**src/pkg/sps_pkg.sv**
```systemverilog
`default_nettype none
package sps_pkg;
   // Rate select codes: divide core clock by 2,4,16,32 per half-bit pair
   localparam int unsigned CLK_HZ         = 200_000_000;
   localparam int unsigned SLAVE_MAX_BPS  = 1_000_000;
   localparam int unsigned SLAVE_MIN_CYC  = CLK_HZ / SLAVE_MAX_BPS; // Cycles per slave bit at top rate
   localparam logic [1:0]  RATE_RESET     = 2'h0;
   localparam logic [7:0]  HALF_DIV0      = 8'h01;
   localparam logic [7:0]  HALF_DIV1      = 8'h02;
   localparam logic [7:0]  HALF_DIV2      = 8'h08;
   localparam logic [7:0]  HALF_DIV3      = 8'h10;
   localparam logic [3:0]  BITS_PER_CHAR  = 4'h8;
   localparam logic [7:0]  DATA_RESET     = 8'h00;

   typedef enum logic [2:0] {
      SPS_IDLE = 3'b001,
      SPS_LEAD = 3'b010,
      SPS_TRAIL = 3'b100
   } sps_state_e;

   // Software controls gathered together
   typedef struct packed {
      logic       blockEnable;     // serial_block_enable_bit
      logic       masterSelect;    // master_select_bit
      logic       clockPolarity;   // clock_polarity_bit
      logic       clockPhase;      // clock_phase_bit
      logic [1:0] rateSelect;
      logic       selectPinDir;    // select_pin_direction_bit
   } sps_ctrl_s;

   // Status flags shown to software
   typedef struct packed {
      logic transferDone;
      logic writeCollision;
      logic modeFault;
      logic overrun;
   } sps_stat_s;
endpackage : sps_pkg
`default_nettype wire

```
**src/design/sps_pin_sync.sv**
```systemverilog
`default_nettype none
module sps_pin_sync (
   input  wire logic       core_clk,
   input  wire logic       reset_n,
   input  wire logic       clkEn,
   input  wire logic [2:0] pinIn,
   output logic      [2:0] pinOut
);
   typedef struct packed {
      logic [2:0] s1;
      logic [2:0] s2;
      logic [2:0] s3;
      logic [2:0] q;
   } sps_sync_s;
   sps_sync_s st_r;
   sps_sync_s st_nxt;

   // Change accepted only once stages two and three agree
   always_comb begin
      st_nxt    = st_r;
      st_nxt.s1 = pinIn;
      st_nxt.s2 = st_r.s1;
      st_nxt.s3 = st_r.s2;
      for (int i = 0; i < 3; i++) begin
         if (st_r.s2[i] == st_r.s3[i]) begin
            st_nxt.q[i] = st_r.s3[i];
         end
      end
   end

   always_ff @(posedge core_clk or negedge reset_n) begin
      if (!reset_n) begin
         st_r <= '{s1: 3'h7, s2: 3'h7, s3: 3'h7, q: 3'h7};
      end else if (clkEn) begin
         st_r <= st_nxt;
      end
   end
   assign pinOut = st_r.q;
endmodule : sps_pin_sync
`default_nettype wire

```
**src/design/sps_rate_div.sv**
```systemverilog
`default_nettype none
module sps_rate_div (
   input  wire logic       core_clk,
   input  wire logic       reset_n,
   input  wire logic       clkEn,
   input  wire logic       run,
   input  wire logic [1:0] rateSelect,
   output logic            halfTick
);
   logic [7:0] cnt_r;
   logic [7:0] limit;
   logic       tick_r;

   // Four software-selectable master rates
   always_comb begin
      case (rateSelect)
         2'h0:    limit = sps_pkg::HALF_DIV0;
         2'h1:    limit = sps_pkg::HALF_DIV1;
         2'h2:    limit = sps_pkg::HALF_DIV2;
         default: limit = sps_pkg::HALF_DIV3;
      endcase
   end

   // Counter held clear outside transfers so each starts aligned
   always_ff @(posedge core_clk or negedge reset_n) begin
      if (!reset_n) begin
         cnt_r  <= 8'h00;
         tick_r <= 1'b0;
      end else if (clkEn) begin
         if (!run) begin
            cnt_r  <= 8'h00;
            tick_r <= 1'b0;
         end else if (cnt_r + 8'h01 >= limit) begin
            cnt_r  <= 8'h00;
            tick_r <= 1'b1;
         end else begin
            cnt_r  <= cnt_r + 8'h01;
            tick_r <= 1'b0;
         end
      end
   end
   assign halfTick = tick_r;
endmodule : sps_rate_div
`default_nettype wire

```
**src/design/sps_core.sv**
```systemverilog
`default_nettype none
module sps_core (
   input  wire logic              core_clk,
   input  wire logic              reset_n,
   input  wire logic              clkEn,
   input  wire sps_pkg::sps_ctrl_s ctrl,
   input  wire logic              dataWrite,
   input  wire logic [7:0]        dataWdata,
   input  wire logic              dataRead,
   input  wire logic              statusRead,
   output logic [7:0]             dataRdata,
   output sps_pkg::sps_stat_s     status,
   input  wire logic              sckIn,
   output logic                   sckOut,
   output logic                   sckOe_n,
   input  wire logic              mosiIn,
   output logic                   mosiOut,
   output logic                   mosiOe_n,
   input  wire logic              misoIn,
   output logic                   misoOut,
   output logic                   misoOe_n,
   input  wire logic              selectIn_n
);
   typedef struct packed {
      sps_pkg::sps_state_e state;
      logic [7:0]          shifter;
      logic [7:0]          readBuf;
      logic                bufFull;
      logic                sampled;
      logic [3:0]          bitCnt;
      logic                sck;
      logic                busy;
      logic                prevSck;
      sps_pkg::sps_stat_s  stat;
      logic                sckOe_n;
      logic                mosiOut;
      logic                mosiOe_n;
      logic                misoOe_n;
   } sps_core_s;

   sps_core_s st_r;
   sps_core_s st_nxt;
   logic [2:0] syncPins;
   logic       sckS;
   logic       dinS;
   logic       selS_n;
   logic       halfTick;
   logic       isMaster;
   logic       isSlave;
   logic       slvSelected;
   logic       leadEdge;
   logic       trailEdge;

   // External pins pass the three-stage filter
   // Filter delay of about four cycles limits master receive to the two slower rates
   sps_pin_sync u_sync (
      .core_clk (core_clk),
      .reset_n  (reset_n),
      .clkEn    (clkEn),
      .pinIn    ({sckIn, selectIn_n, ctrl.masterSelect ? misoIn : mosiIn}),
      .pinOut   (syncPins)
   );
   assign sckS   = syncPins[2];
   assign selS_n = syncPins[1];
   assign dinS   = syncPins[0];

   sps_rate_div u_div (
      .core_clk   (core_clk),
      .reset_n    (reset_n),
      .clkEn      (clkEn),
      .run        (st_r.busy & isMaster),
      .rateSelect (ctrl.rateSelect),
      .halfTick   (halfTick)
   );

   assign isMaster    = ctrl.blockEnable & ctrl.masterSelect & ~st_r.stat.modeFault;
   assign isSlave     = ctrl.blockEnable & ~ctrl.masterSelect;
   assign slvSelected = isSlave & ~selS_n;
   // Slave edges: leading edge leaves idle level set by polarity
   assign leadEdge  = (sckS != st_r.prevSck) & (sckS != ctrl.clockPolarity);
   assign trailEdge = (sckS != st_r.prevSck) & (sckS == ctrl.clockPolarity);

   always_comb begin
      st_nxt         = st_r;
      st_nxt.prevSck = sckS;
      // Idle clock rests at the polarity level, so a setting change between transfers
      // never shows up as a stray edge at the start of the next one
      if (!st_r.busy) begin
         st_nxt.sck = ctrl.clockPolarity;
      end
      // Flags clear on status read, but a same-cycle event wins
      if (statusRead) begin
         st_nxt.stat = '0;
      end
      if (dataRead) begin
         st_nxt.bufFull = 1'b0;
      end
      // Mode fault from a competing master
      if (ctrl.blockEnable & ctrl.masterSelect & ~ctrl.selectPinDir & ~selS_n) begin
         st_nxt.stat.modeFault = 1'b1;
         st_nxt.busy           = 1'b0;
         st_nxt.state          = sps_pkg::SPS_IDLE;
         st_nxt.sck            = ctrl.clockPolarity;
      end
      // Write to the data address loads shifter unless a transfer runs or a phase-zero slave is selected
      if (dataWrite) begin
         if (st_r.busy | (isSlave & ~ctrl.clockPhase & ~selS_n)) begin
            st_nxt.stat.writeCollision = 1'b1;
         end else begin
            st_nxt.shifter = dataWdata;
            if (isMaster) begin
               st_nxt.busy   = 1'b1;
               st_nxt.bitCnt = 4'h0;
               st_nxt.state  = sps_pkg::SPS_LEAD;
               st_nxt.sck    = ctrl.clockPolarity;
               // Phase zero presents first bit before any edge
               if (!ctrl.clockPhase) begin
                  st_nxt.mosiOut = dataWdata[7];
               end
            end
         end
      end
      // Master sequencer: each half bit alternates lead and trail edges
      if (isMaster & st_r.busy & halfTick) begin
         case (st_r.state)
            sps_pkg::SPS_LEAD: begin
               st_nxt.sck   = ~ctrl.clockPolarity;
               st_nxt.state = sps_pkg::SPS_TRAIL;
               if (ctrl.clockPhase) begin
                  st_nxt.mosiOut = st_r.shifter[7];
               end else begin
                  st_nxt.sampled = dinS;
               end
            end
            sps_pkg::SPS_TRAIL: begin
               st_nxt.sck   = ctrl.clockPolarity;
               st_nxt.state = sps_pkg::SPS_LEAD;
               if (ctrl.clockPhase) begin
                  st_nxt.shifter = {st_r.shifter[6:0], dinS};
               end else begin
                  st_nxt.shifter = {st_r.shifter[6:0], st_r.sampled};
                  st_nxt.mosiOut = st_r.shifter[6];
               end
               st_nxt.bitCnt = st_r.bitCnt + 4'h1;
               if (st_r.bitCnt + 4'h1 == sps_pkg::BITS_PER_CHAR) begin
                  st_nxt.busy  = 1'b0;
                  st_nxt.state = sps_pkg::SPS_IDLE;
               end
            end
            default: st_nxt.state = sps_pkg::SPS_IDLE;
         endcase
      end
      // Slave shifting follows the filtered external clock
      if (slvSelected) begin
         if (leadEdge) begin
            st_nxt.busy = 1'b1;
            if (ctrl.clockPhase) begin
               st_nxt.mosiOut = st_r.shifter[7];
            end else begin
               st_nxt.sampled = dinS;
            end
         end
         if (trailEdge & st_r.busy) begin
            if (ctrl.clockPhase) begin
               st_nxt.shifter = {st_r.shifter[6:0], dinS};
            end else begin
               st_nxt.shifter = {st_r.shifter[6:0], st_r.sampled};
               st_nxt.mosiOut = st_r.shifter[6];
            end
            st_nxt.bitCnt = st_r.bitCnt + 4'h1;
            if (st_r.bitCnt + 4'h1 == sps_pkg::BITS_PER_CHAR) begin
               st_nxt.busy   = 1'b0;
               st_nxt.bitCnt = 4'h0;
            end
         end else if (!st_r.busy & !ctrl.clockPhase) begin
            st_nxt.mosiOut = st_r.shifter[7];
         end
      end else if (isSlave) begin
         st_nxt.bitCnt = 4'h0;
         st_nxt.busy   = 1'b0;
      end
      // Completed character moves into the read buffer
      if (st_r.busy & ~st_nxt.busy & (st_nxt.bitCnt == sps_pkg::BITS_PER_CHAR | isSlave)
          & ~st_nxt.stat.modeFault) begin
         st_nxt.readBuf           = st_nxt.shifter;
         st_nxt.stat.transferDone = 1'b1;
         st_nxt.stat.overrun      = st_nxt.stat.overrun | (st_r.bufFull & ~dataRead);
         st_nxt.bufFull           = 1'b1;
      end
      // Driver enables, active low
      st_nxt.sckOe_n  = ~isMaster | st_nxt.stat.modeFault;
      st_nxt.mosiOe_n = ~isMaster | st_nxt.stat.modeFault;
      st_nxt.misoOe_n = ~slvSelected;
   end

   always_ff @(posedge core_clk or negedge reset_n) begin
      if (!reset_n) begin
         st_r <= '{state: sps_pkg::SPS_IDLE, shifter: sps_pkg::DATA_RESET,
                   readBuf: sps_pkg::DATA_RESET, bufFull: 1'b0, sampled: 1'b0,
                   bitCnt: 4'h0, sck: 1'b0, busy: 1'b0, prevSck: 1'b1,
                   stat: '0, sckOe_n: 1'b1, mosiOut: 1'b0,
                   mosiOe_n: 1'b1, misoOe_n: 1'b1};
      end else if (clkEn) begin
         st_r <= st_nxt;
      end
   end

   // Outputs all come from the state register
   assign dataRdata = st_r.readBuf;
   assign status    = st_r.stat;
   assign sckOut    = st_r.sck;
   assign sckOe_n   = st_r.sckOe_n;
   assign mosiOut   = st_r.mosiOut;
   assign mosiOe_n  = st_r.mosiOe_n;
   assign misoOut   = st_r.mosiOut;
   assign misoOe_n  = st_r.misoOe_n;

   // Checks: driver enables and faults
   // A status read in the same cycle may clear the fault, so it is left out of the trigger
   a_fault_drops_drive: assert property (@(posedge core_clk) disable iff (!reset_n)
      clkEn & st_r.stat.modeFault & ~statusRead |=> st_r.sckOe_n & st_r.mosiOe_n)
      else $error("drivers active after mode fault");
   a_unsel_floats: assert property (@(posedge core_clk) disable iff (!reset_n)
      clkEn & ~slvSelected |=> st_r.misoOe_n)
      else $error("slave drives data while unselected");
   a_slave_no_drive: assert property (@(posedge core_clk) disable iff (!reset_n)
      clkEn & isSlave |=> st_r.sckOe_n & st_r.mosiOe_n)
      else $error("slave drives master lines");
   a_fault_on_select: assert property (@(posedge core_clk) disable iff (!reset_n)
      clkEn & ctrl.blockEnable & ctrl.masterSelect & ~ctrl.selectPinDir & ~selS_n
      |=> st_r.stat.modeFault)
      else $error("mode fault missed");

   // Checks: write path and collisions
   a_busy_write_collides: assert property (@(posedge core_clk) disable iff (!reset_n)
      clkEn & dataWrite & st_r.busy |=> st_r.stat.writeCollision)
      else $error("collision not flagged");
   a_busy_keeps_shifter: assert property (@(posedge core_clk) disable iff (!reset_n)
      clkEn & dataWrite & st_r.busy & ~halfTick & ~slvSelected |=> $stable(st_r.shifter))
      else $error("shifter loaded during transfer");
   a_phase0_collide: assert property (@(posedge core_clk) disable iff (!reset_n)
      clkEn & dataWrite & isSlave & ~ctrl.clockPhase & ~selS_n |=> st_r.stat.writeCollision)
      else $error("phase zero slave collision missed");
   a_write_loads_shifter: assert property (@(posedge core_clk) disable iff (!reset_n)
      clkEn & dataWrite & ~st_r.busy & ~(isSlave & ~ctrl.clockPhase & ~selS_n)
      |=> st_r.shifter == $past(dataWdata))
      else $error("idle write did not load shifter");

   // Checks: bit counting, clock and receive buffer
   a_eight_bits_max: assert property (@(posedge core_clk) disable iff (!reset_n)
      st_r.bitCnt <= sps_pkg::BITS_PER_CHAR)
      else $error("bit count past eight");
   a_slave_idle_count: assert property (@(posedge core_clk) disable iff (!reset_n)
      clkEn & isSlave & selS_n |=> ~st_r.busy & (st_r.bitCnt == 4'h0))
      else $error("unselected slave kept counting");
   a_idle_sck_level: assert property (@(posedge core_clk) disable iff (!reset_n)
      isMaster & ~st_r.busy & $stable(ctrl.clockPolarity) & clkEn
      ##1 clkEn & ~st_r.busy & $stable(ctrl.clockPolarity)
      |-> st_r.sck == ctrl.clockPolarity)
      else $error("idle clock level wrong");
   a_done_fills_buffer: assert property (@(posedge core_clk) disable iff (!reset_n)
      clkEn & $rose(st_r.stat.transferDone) |-> st_r.bufFull)
      else $error("completion without buffered data");
   a_readbuf_holds: assert property (@(posedge core_clk) disable iff (!reset_n)
      clkEn & ~st_r.busy |=> $stable(st_r.readBuf))
      else $error("read buffer changed outside a transfer");
   a_overrun_sticky: assert property (@(posedge core_clk) disable iff (!reset_n)
      clkEn & st_r.stat.overrun & ~statusRead |=> st_r.stat.overrun)
      else $error("overrun lost before status read");

   // Main scenarios
   c_master_done: cover property (@(posedge core_clk) isMaster & $fell(st_r.busy));
   c_slave_done: cover property (@(posedge core_clk) isSlave & $rose(st_r.stat.transferDone));
   c_mode_fault: cover property (@(posedge core_clk) $rose(st_r.stat.modeFault));
   c_overrun: cover property (@(posedge core_clk) $rose(st_r.stat.overrun));
   c_collision: cover property (@(posedge core_clk) $rose(st_r.stat.writeCollision));
endmodule : sps_core
`default_nettype wire

```
**config.mk**
```make
export PLATFORM = sky130hd
export DESIGN_NAME = sps_core
export DESIGN_NICKNAME = d
export VERILOG_FILES = /design/src/pkg/sps_pkg.sv /design/src/design/sps_pin_sync.sv /design/src/design/sps_rate_div.sv /design/src/design/sps_core.sv
export SDC_FILE = /design/constraint.sdc
export NUM_CORES = 1
export LEC_CHECK = 0
export BUFFER_PORTS_ARGS = -buffer_cell sky130_fd_sc_hd__buf_2
export CORE_MARGIN = 5
export CORE_UTILIZATION = 35
export DETAILED_ROUTE_END_ITERATION = 8
export GPL_TIMING_DRIVEN = 0
export SETUP_SLACK_MARGIN = 0.5
export SYNTH_ARGS = -nofsm -noshare
export SYNTH_HDL_FRONTEND = slang
export SYNTH_HIERARCHICAL = 1
export SYNTH_SLANG_ARGS = --single-unit
```
**constraint.sdc**
```tcl
create_clock -name core_clk -period 2 [get_ports core_clk]
set_input_delay 0.2 -clock core_clk [delete_from_list [all_inputs] [get_ports core_clk]]
set_output_delay 0.2 -clock core_clk [all_outputs]
set_load 0.02 [all_outputs]
```
# After elaboration in Yosys (flattened, before gate mapping)
# Cells that the tools add are included.
word_totals:
  register_bits: 56
  input_bits: 25
  output_inout_bits: 18
  wordCells: 146
classes:
  addsub: 2
  n_lt_le_gt_ge: 1
  eq_ne: 12
  n_mux: 63
  bitwise: 33
  n_reduce_logical: 11
op_table:
  columns: ["op", "n"]
  rows:
  - ["8-bit two-way mux", 5]
  - ["1-bit two-way mux", 37]
  - ["11-bit two-way mux", 3]
  - ["4-bit two-way mux", 6]
  - ["1-bit AND", 18]
  - ["6-bit two-way mux", 3]
  - ["5-bit case mux with 3 select lines", 1]
  - ["2-bit AND reduction", 6]
  - ["1-bit NOT", 11]
  - ["8-bit by 1-bit adder with 8-bit output, second input constant", 1]
  - ["4-bit == test, second input constant", 2]
  - ["8-bit by 5-bit >= comparator with 1-bit output", 1]
  - ["7-bit two-way mux", 1]
  - ["3-bit two-way mux", 2]
  - ["3-bit case mux with 2 select lines", 1]
  - ["4-bit by 1-bit adder with 4-bit output, second input constant", 1]
  - ["1-bit == test", 4]
  - ["2-bit two-way mux", 2]
  - ["1-bit bitwise OR", 4]
  - ["1-bit case mux with 2 select lines", 2]
  - ["2-bit nonzero test", 2]
  - ["3-bit by 2-bit == test with 1-bit output, second input constant", 1]
  - ["3-bit == test, second input constant", 1]
  - ["2-bit by 1-bit == test with 1-bit output, second input constant", 1]
  - ["4 further kinds", 6]

# Depth between registers and ports, before layout
# Gate-level depths: netlist (run 1).
logic_depth:
  depth_word: 20
  depth_mapped: 9
  mapped_depth_nobuf: 9

# Hierarchy
# Netlist (run 1), hierarchy kept.
modules_own_cells:
  columns: ["module", "instances", "cells_each", "area_per_inst_um2"]
  rows:
  - ["sps_core", 1, 225, 2212.1]
  - ["sps_rate_div", 1, 63, 649.4]
  - ["sps_pin_sync", 1, 39, 550.5]

# Worst setup path before layout (run 1)
# No wires, ideal clock.
synth_timing:
  kind: "reg-to-reg"
  from: "register u_sync.st_r, in the netlist u_sync/pinOut[1]"
  to: "register st_r, in the netlist dataRdata[0]"
  setup_time_ns: 0.125
  arrival_time_ns: 1.922
  setup_slack_ns: -0.047
  path_stages_with_launch: 9
  n_path_buf: 2
  synth_period_minus_slack_ns: 2.047
  cell_sequence: "dfstp_2 > buf_4 > and4bb_2 > nor2_1 > o2111ai_1 > a31oi_1 > nand3_2 > buf_6 > mux2_4"
synth_via:
  elab_chain_cells: 18
  word_cells_on_any_way: 36
  classes_between: "eq/ne (1); mux (23); bitwise (11); reduce/logical (1)"
synth_lines:
  columns: ["item", "line_no", "text"]
  rows:
  - ["from (decl)", "sps_pin_sync.sv:15", "sps_sync_s st_r;"]
  - ["from (signal assigned)", "sps_pin_sync.sv:33", "st_r <= '{s1: 3'h7, s2: 3'h7, s3: 3'h7, q: 3'h7};"]
  - ["from (signal assigned)", "sps_pin_sync.sv:35", "st_r <= st_nxt;"]
  - ["1-bit NOT *", "sps_core.sv:78, sps_core.sv:99, sps_core.sv:107", null]
  - ["1-bit AND", "sps_core.sv:99", "if (ctrl.blockEnable & ctrl.masterSelect & ~ctrl.selectPinDir & ~selS_n) begin"]
  - ["2-bit two-way mux", "sps_core.sv:99", null]
  - ["6-bit two-way mux", "sps_core.sv:111", "if (isMaster) begin"]
  - ["6-bit two-way mux", "sps_core.sv:107", "if (st_r.busy | (isSlave & ~ctrl.clockPhase & ~selS_n)) begin"]
  - ["6-bit two-way mux", "sps_core.sv:106", "if (dataWrite) begin"]
  - ["1-bit two-way mux", "sps_core.sv:145", "if (st_r.bitCnt + 4'h1 == sps_pkg::BITS_PER_CHAR) begin"]
  - ["1-bit two-way mux", "sps_core.sv:125", "case (st_r.state)"]
  - ["7-bit two-way mux", "sps_core.sv:124", "if (isMaster & st_r.busy & halfTick) begin"]
  - ["1-bit two-way mux", "sps_core.sv:155", "if (leadEdge) begin"]
  - ["1-bit two-way mux", "sps_core.sv:171", "if (st_r.bitCnt + 4'h1 == sps_pkg::BITS_PER_CHAR) begin"]
  - ["1-bit two-way mux", "sps_core.sv:163", "if (trailEdge & st_r.busy) begin"]
  - ["1-bit two-way mux", "sps_core.sv:154", "if (slvSelected) begin"]
  - ["1-bit NOT", "sps_core.sv:183", "if (st_r.busy & ~st_nxt.busy & (st_nxt.bitCnt == sps_pkg::BITS_PER_CHAR | isSlave)"]
  - ["1-bit AND (2 in series)", "sps_core.sv:183", null]
  - ["1-bit AND", "sps_core.sv:184", "& ~st_nxt.stat.modeFault) begin"]
  - ["2-bit AND reduction (no source line)", null, null]
  - ["to (signal assigned)", "sps_core.sv:198", "st_r <= '{state: sps_pkg::SPS_IDLE, shifter: sps_pkg::DATA_RESET,"]
  - ["to (signal assigned)", "sps_core.sv:204", "st_r <= st_nxt;"]
  - ["to (decl)", "sps_core.sv:41", "sps_core_s st_r;"]
# Mark *: on every way between the ends. The rest lies on a longest branch, timed or not.
# A chain may end at the register's enable or synchronous reset.

# Final worst setup path (run 1)
layout_timing:
  from: "register st_r, in the netlist status[1]"
  to: "register st_r, in the netlist dataRdata[3]"
layout_via:
  elab_chain_cells: 17
  word_cells_on_any_way: 32
  classes_between: "eq/ne (1); mux (20); bitwise (10); reduce/logical (1)"
layout_lines:
  columns: ["item", "line_no", "text"]
  rows:
  - ["1-bit NOT", "sps_core.sv:76", "assign isMaster = ctrl.blockEnable & ctrl.masterSelect & ~st_r.stat.modeFault;"]
  - ["1-bit AND", "sps_core.sv:76", null]
  - ["6-bit two-way mux", "sps_core.sv:111", null]
  - ["6-bit two-way mux", "sps_core.sv:107", null]
  - ["6-bit two-way mux", "sps_core.sv:106", null]
  - ["1-bit two-way mux", "sps_core.sv:145", null]
  - ["1-bit two-way mux", "sps_core.sv:125", null]
  - ["7-bit two-way mux", "sps_core.sv:124", null]
  - ["1-bit two-way mux", "sps_core.sv:155", null]
  - ["1-bit two-way mux", "sps_core.sv:171", null]
  - ["1-bit two-way mux", "sps_core.sv:163", null]
  - ["1-bit two-way mux", "sps_core.sv:154", null]
  - ["1-bit NOT", "sps_core.sv:183", null]
  - ["1-bit AND (2 in series)", "sps_core.sv:183", null]
  - ["1-bit AND", "sps_core.sv:184", null]
  - ["2-bit AND reduction (no source line)", null, null]
# Several ways; a longest one is shown, not always the timed one. The select of a mux whose other input is x is not followed.

==> out/metrics.cfg, run 1 <==
[placement]
post-place-ws_ns = -0.211
gp_congestion = 0.844
port_buffers = 42
dp_hpwl_um = 5470

[clocking]
clkTransAtPathRegs_ns = 0.10
worstSkewPairLatency_ns = 0.31
h-tree-depth = 2
cts.sinks = 56
cts_buffers = 5
clk_path_buf_depth = 2
root_buffer = clkbuf_8
tritoncts = done

[setup_path]
crit_path_end_kind = flip-flop
regToRegStartpoint = status[1]
reg2reg_slack_ns = -0.04
reg2reg_to = dataRdata[3]
critPathLaunchType = flip-flop
critical_path_arrival_ns = 2.25
cp-endpoint = dataRdata[3]
required_ns = 2.21
startpoint = status[1]
worst-path-max-fanout = 8
ff2ff_path_depth = 7
criticalPathCategory = flip-flop to flip-flop

[yosys]
ys_seq_area_share_pct = 41.7
synth.top_cells.by_area = dfrtp_1 (29%), dfstp_2 (12%), mux2_2 (5.9%)
yosys_warnings = 6
ys.flop_type = dfrtp_1
synth_cells = 327
synth_edf_count = 0
yosysTopAreaCell = dfrtp_1
syn_area_mm2 = 0.00341
synth_top_area_share_pct = 29.3
ys_types = 62
synth_nets = 358
async_reset_ff_share_pct = 100
synth-seq-cells = 56
syn_area_per_cell_um2 = 10.4

[min_path]
min-delay-path-class = primary input to flip-flop
hold_path_depth = 2

[die]
die_h_um = 109
die_area_mm2 = 0.0118
start_util_pct = 35.4
core_area_mm2 = 0.00964
ios = 43
num_rows = 36
die_w_um = 109

[sta]
min_period_ns = 2.04
maxSlewViolCount = 0
min_period_over_period_pct = 102
slew_headroom_pct = 50.6
maxClockFrequency_ghz = 0.490
skew_ns = 0.0118
rsz0062_at_grt = true
worst_slew_pin_slew_ns = 0.741
hold_violations = 0
setup_ws_ns = -0.0403
setup_viol = 8

[cells_and_area]
final_nets = 438
diodes = 0
syn2layout_area_growth_pct = 31.4
final_common_cell = buf_2
postLayoutCoreUtil_pct = 46.5
final_cell_mix = buf_2 (41), buf_4 (39), dfrtp_1 (34)
drive_gt1_share_pct = 50.5

[power_and_ir_drop]
peakVddDrop_mv = 0.395
cellPowerDensity_mw_per_mm2 = 1030
leakage_nw = 1.95

[global_routing]
grt_util_all_layers_pct = 13.9
grt_max_degree = 57
grt_pass1_vias = 2724
grt_pass1_wl_um = 13200
antenna_found_initial = 0
grt-ovfl-total = 0

[drt]
drc_errors = 0
drtIter0Drc = 89
wl_per_cell_um = 14.9
detail-route-antenna-nets = 0
vias = 2750
dr.pass1.iters = 4
drt-vias-per-instance = 5.08
wl_um = 8080

[flow_run]
cap_viol_max_count = 0

[run_status]
violations = setup timing
status = finished, violations left

==> registers in the layout, indices dropped and copies added (netlist names) <==
name            count
u_sync/st_r         3
status              4
misoOe_n            1
u_sync/st_nxt       6
sckOut              1
misoOut             1
st_r               19
u_div/halfTick      1
dataRdata           8
mosiOe_n            1
u_sync/pinOut       3
u_div/cnt_r         8
==> per-stage QoR <==
stage | power, mW | setup TNS, ns | instances | hold slack, ns | instance area [um^2]
3_3_place_gp | 3.46 | -2.92 | 502 | 0.434 | 3870
4_1_cts | 4.59 | -0.395 | 537 | 0.101 | 4370
2_1_floorplan | 3.07 | 0 | 327 | -0.0956 | 3500
3_5_place_dp | 3.49 | -2.49 | 502 | 0.434 | 3870
5_1_grt | 4.91 | -1.86 | 541 | 0.0935 | 4480
6_report | 4.62 | -0.262 | 541 | 0.116 | 4480
==> routing by layer <==
layer / GRT usage [%] / vias up / share of wire [%]
met5: 0 / - / 0
met4: 3.97 / 0 / 1.5
met3: 2.13 / 10 / 3.5
met2: 22.9 / 58 / 48
met1: 18.9 / 1351 / 47
li1: - / 1331 / -
==> kinds of logic after synthesis <==
group                      Yosys count  synth area share, %
buffers and inverters               39                 7.33
xor gates and xnor gates             5                 1.28
AOI/OAI and AO/OA                   79                 17.2
muxes                               40                 14.0
and+or+nand+nor                    102                 16.3
DFF                                 56                 41.7
adders and majority gates            6                 2.20
==> critical path, cell delays in order (launching register included) <==
cell and delay (ns):
dfrtp_1 0.42, nand3b_1 0.27, nor3_4 0.33, o21ai_0 0.17, o311ai_2 0.11, nand3_2 0.16, buf_8 0.18, mux2_4 0.30
==> area by class of cell <==
type | count | area (um^2)
Fill cell | 936 | 5160
Multi-Input combinational cell | 232 | 2020
Sequential cell | 56 | 1430
Timing Repair Buffer | 73 | 487
Buffer | 28 | 230
Tap cell | 133 | 166
Clock buffer | 5 | 68.8
Clock inverter | 3 | 42.5
Inverter | 11 | 41.3
==> synthesized netlist by cell type, drive strengths merged (4+ instances only) <==
cell    count
buf        24
a22o        5
mux2i      11
nand2      34
nor2b       5
nand2b      9
and3b       4
nor3b       4
a21oi      15
ha          6
mux2       29
dfrtp      40
o21ai      26
nand3      13
inv        11
o221ai      5
clkbuf      4
nor2       17
dfstp      16
==> power by group <==
group	total (mW)	internal, mW	switching [mW]
clock	0.752	0.371	0.381
combinational	2.07	1.15	0.921
sequential	1.80	1.52	0.275
==> how the worst min path moves through the flow <==
stage / to / start
2_1_floorplan: dataRdata[0] / reset_n
3_3_place_gp: u_sync/st_nxt[8] / sckIn
3_5_place_dp: u_sync/st_nxt[8] / sckIn
4_1_cts: u_sync/st_nxt[8] / sckIn
5_1_grt: u_sync/st_nxt[8] / sckIn
6_report: u_sync/st_nxt[8] / sckIn
==> timing repair <==
action,CTS,global route
hold endpoints to repair,0,23
endpoints found under the setup margin,36,38
setup buffers,27,3
resized for setup,49,17
pin swaps,17,7
hold buffers,0,1
Power figures use the tool's default switching activity.
==> inputs of run 2 (changes only) <==
--- a/config.mk
+++ b/config.mk
@@ -6,7 +6,7 @@
 export NUM_CORES = 1
 export LEC_CHECK = 0
 export BUFFER_PORTS_ARGS = -buffer_cell sky130_fd_sc_hd__buf_2
-export CORE_MARGIN = 5
+export CORE_MARGIN = 2
 export CORE_UTILIZATION = 35
 export DETAILED_ROUTE_END_ITERATION = 8
 export GPL_TIMING_DRIVEN = 0
==> run 2 against run 1 <==
  * The run still ends with setup timing left
  * Routed wire length fell by 2.1%
  * Clock skew increased by 0.0025 ns
  * Clock power down 10%
  * Final area down 1.9%
  * Critical path depth increased by 1
  * Setup slack lost 0.075 ns
  * Die area shrank 11%
  * Flip-flop and latch count did not move
  * Combinational power decreased by 6%
  * Largest cell class unchanged
==> out/metrics.cfg, run 2 (synthesis results as in run 1) <==
[run_status]
status = finished, violations left
violations = setup timing

[cells_and_area]
final_cell_mix = buf_2 (41), dfrtp_1 (38), buf_4 (37)
fin_cells = 540
regArea_mm2 = 0.00142
fill_cells = 947
postLayoutCoreUtil_pct = 45.9
drive_gt1_share_pct = 48.6
largest_register_ffs = 19
final_nets = 437
final_common_cell = buf_2
syn2layout_area_growth_pct = 28.9
top_register = st_r
multi_input_area_mm2 = 0.00196
diodes = 0

[setup_path]
regToRegStartpoint = u_sync/pinOut[1]
crit_path_end_kind = flip-flop
reg2reg_slack_ns = -0.11
startpoint = u_sync/pinOut[1]
critical_path_arrival_ns = 2.33
critPathLaunchType = flip-flop
worst-path-max-fanout = 8
reg2reg_to = dataRdata[3]
criticalPathCategory = flip-flop to flip-flop
required_ns = 2.22
ff2ff_path_depth = 8

[drt]
wl_per_cell_um = 14.6
drtIter0Drc = 88
wl_um = 7910
detail-route-antenna-nets = 0
vias = 2734
dr.pass1.iters = 4
drc_errors = 0
drt-vias-per-instance = 5.06

[die]
die_w_um = 103
num_rows = 36
core_area_mm2 = 0.00959
ios = 43
start_util_pct = 35.6
die_area_mm2 = 0.0106
die_h_um = 103

[min_path]
min-delay-path-class = primary input to flip-flop
hold_start = sckIn
hold_path_depth = 2
min_to = u_sync/st_nxt[8]

[sta]
worst_slew_pin_slew_ns = 0.708
setup_viol = 13
min_period_over_period_pct = 106
maxSlewViolCount = 0
tns_ns = -0.875
rsz0062_at_grt = true
setup_ws_ns = -0.115
min_period_ns = 2.11
maxClockFrequency_ghz = 0.473
slew_headroom_pct = 52.8
hold_violations = 0
skew_ns = 0.0143

[placement]
placed_cells = 502
dp_hpwl_um = 5290
port_buffers = 42
gp_congestion = 0.839

[power_and_ir_drop]
peakVddDrop_mv = 0.412
power_mw = 4.41
leakage_nw = 1.92
cellPowerDensity_mw_per_mm2 = 1000

[clocking]
h-tree-depth = 2
worstSkewPairLatency_ns = 0.32
cts.sinks = 56
clkTransAtPathRegs_ns = 0.11
tritoncts = done
root_buffer = clkbuf_8
clk_path_buf_depth = 2
cts_buffers = 5

[global_routing]
gr-usage-met1_pct = 21.8
use_met3_pct = 2.64
grt_pass1_vias = 2670
antenna_found_initial = 0
grt-ovfl-total = 0
grt_pass1_wl_um = 13000
busiest_layer = met2
grt_util_all_layers_pct = 15.6
grt_max_degree = 57
met2_usage_pct = 24.8

[flow_run]
cap_viol_max_count = 0

==> run 2: cell types whose count changed in the layout (fill, tap and decap cells not counted), moves of 2 or more <==
cell,change
o21ai_1,-4
mux2_4,-8
o21ai_0,+6
dfrtp_1,+4
mux2_2,+8
dfrtp_2,-4
a21oi_1,-2
buf_4,-2
==> run 2: timing repair <==
item,4_1_cts,5_1_grt
gates resized for setup,28,15
buffers inserted,25,4
endpoints found under the hold margin,0,31
endpoints found under the setup margin,36,39
hold buffers,0,1
cloned,0,0
pin swaps,16,13
==> run 2: worst max-delay path by stage <==
stage	endpoint	cells after the start
floorplan	dataRdata[0]	8
detailed placement	dataRdata[3]	8
global route	dataRdata[3]	8
finish	dataRdata[3]	8
global placement	dataRdata[3]	8
CTS	dataRdata[3]	8
==> run 2: per-stage QoR <==
| step | hold slack (ns) | worst slack (ns) | area (um^2) |
|---|---|---|---|
| 6_report | 0.107 | -0.115 | 4400 |
| 5_1_grt | 0.104 | -0.168 | 4400 |
| 4_1_cts | 0.109 | -0.104 | 4270 |
| 3_5_place_dp | 0.439 | -0.233 | 3870 |
| 3_3_place_gp | 0.435 | -0.233 | 3870 |
| 2_1_floorplan | -0.0956 | 0.0486 | 3500 |
==> run 2: worst max-delay path, stage by stage (launching register included) <==
cell       delay, ns
dfstp_2         0.55
buf_6           0.12
and4bb_2        0.27
nor2_4          0.14
o2111ai_2       0.13
a31oi_1         0.21
nand3_2         0.13
buf_8           0.18
mux2_4          0.30
==> run 2: area by class of cell <==
cell class                 count  share of cell area [%]
multi-input combinational    232                    44.5
sequential                    56                    32.4
timing repair buffer          72                    11.0
buffer                        28                    5.23
tap                          133                    3.78
clock buffer                   6                    1.88
inverter                      11                   0.939
clock inverter                 2                   0.313
==> run 2: layer usage <==
metal | share of wire (%) | up-vias | routed length, um
met2 | 47 | 51 | 3750
met4 | 1.4 | 0 | 110
met1 | 48 | 1344 | 3770
li1 | - | 1330 | -
met3 | 3.4 | 9 | 271
met5 | 0 | - | 0
==> run 2: where the power goes <==
part / internal [mW] / switching, mW / leakage [nW]
logic: 1.06 / 0.889 / 1.19
registers: 1.52 / 0.263 / 0.675
clock network: 0.285 / 0.391 / 0.0516
total: 2.87 / 1.54 / 1.92
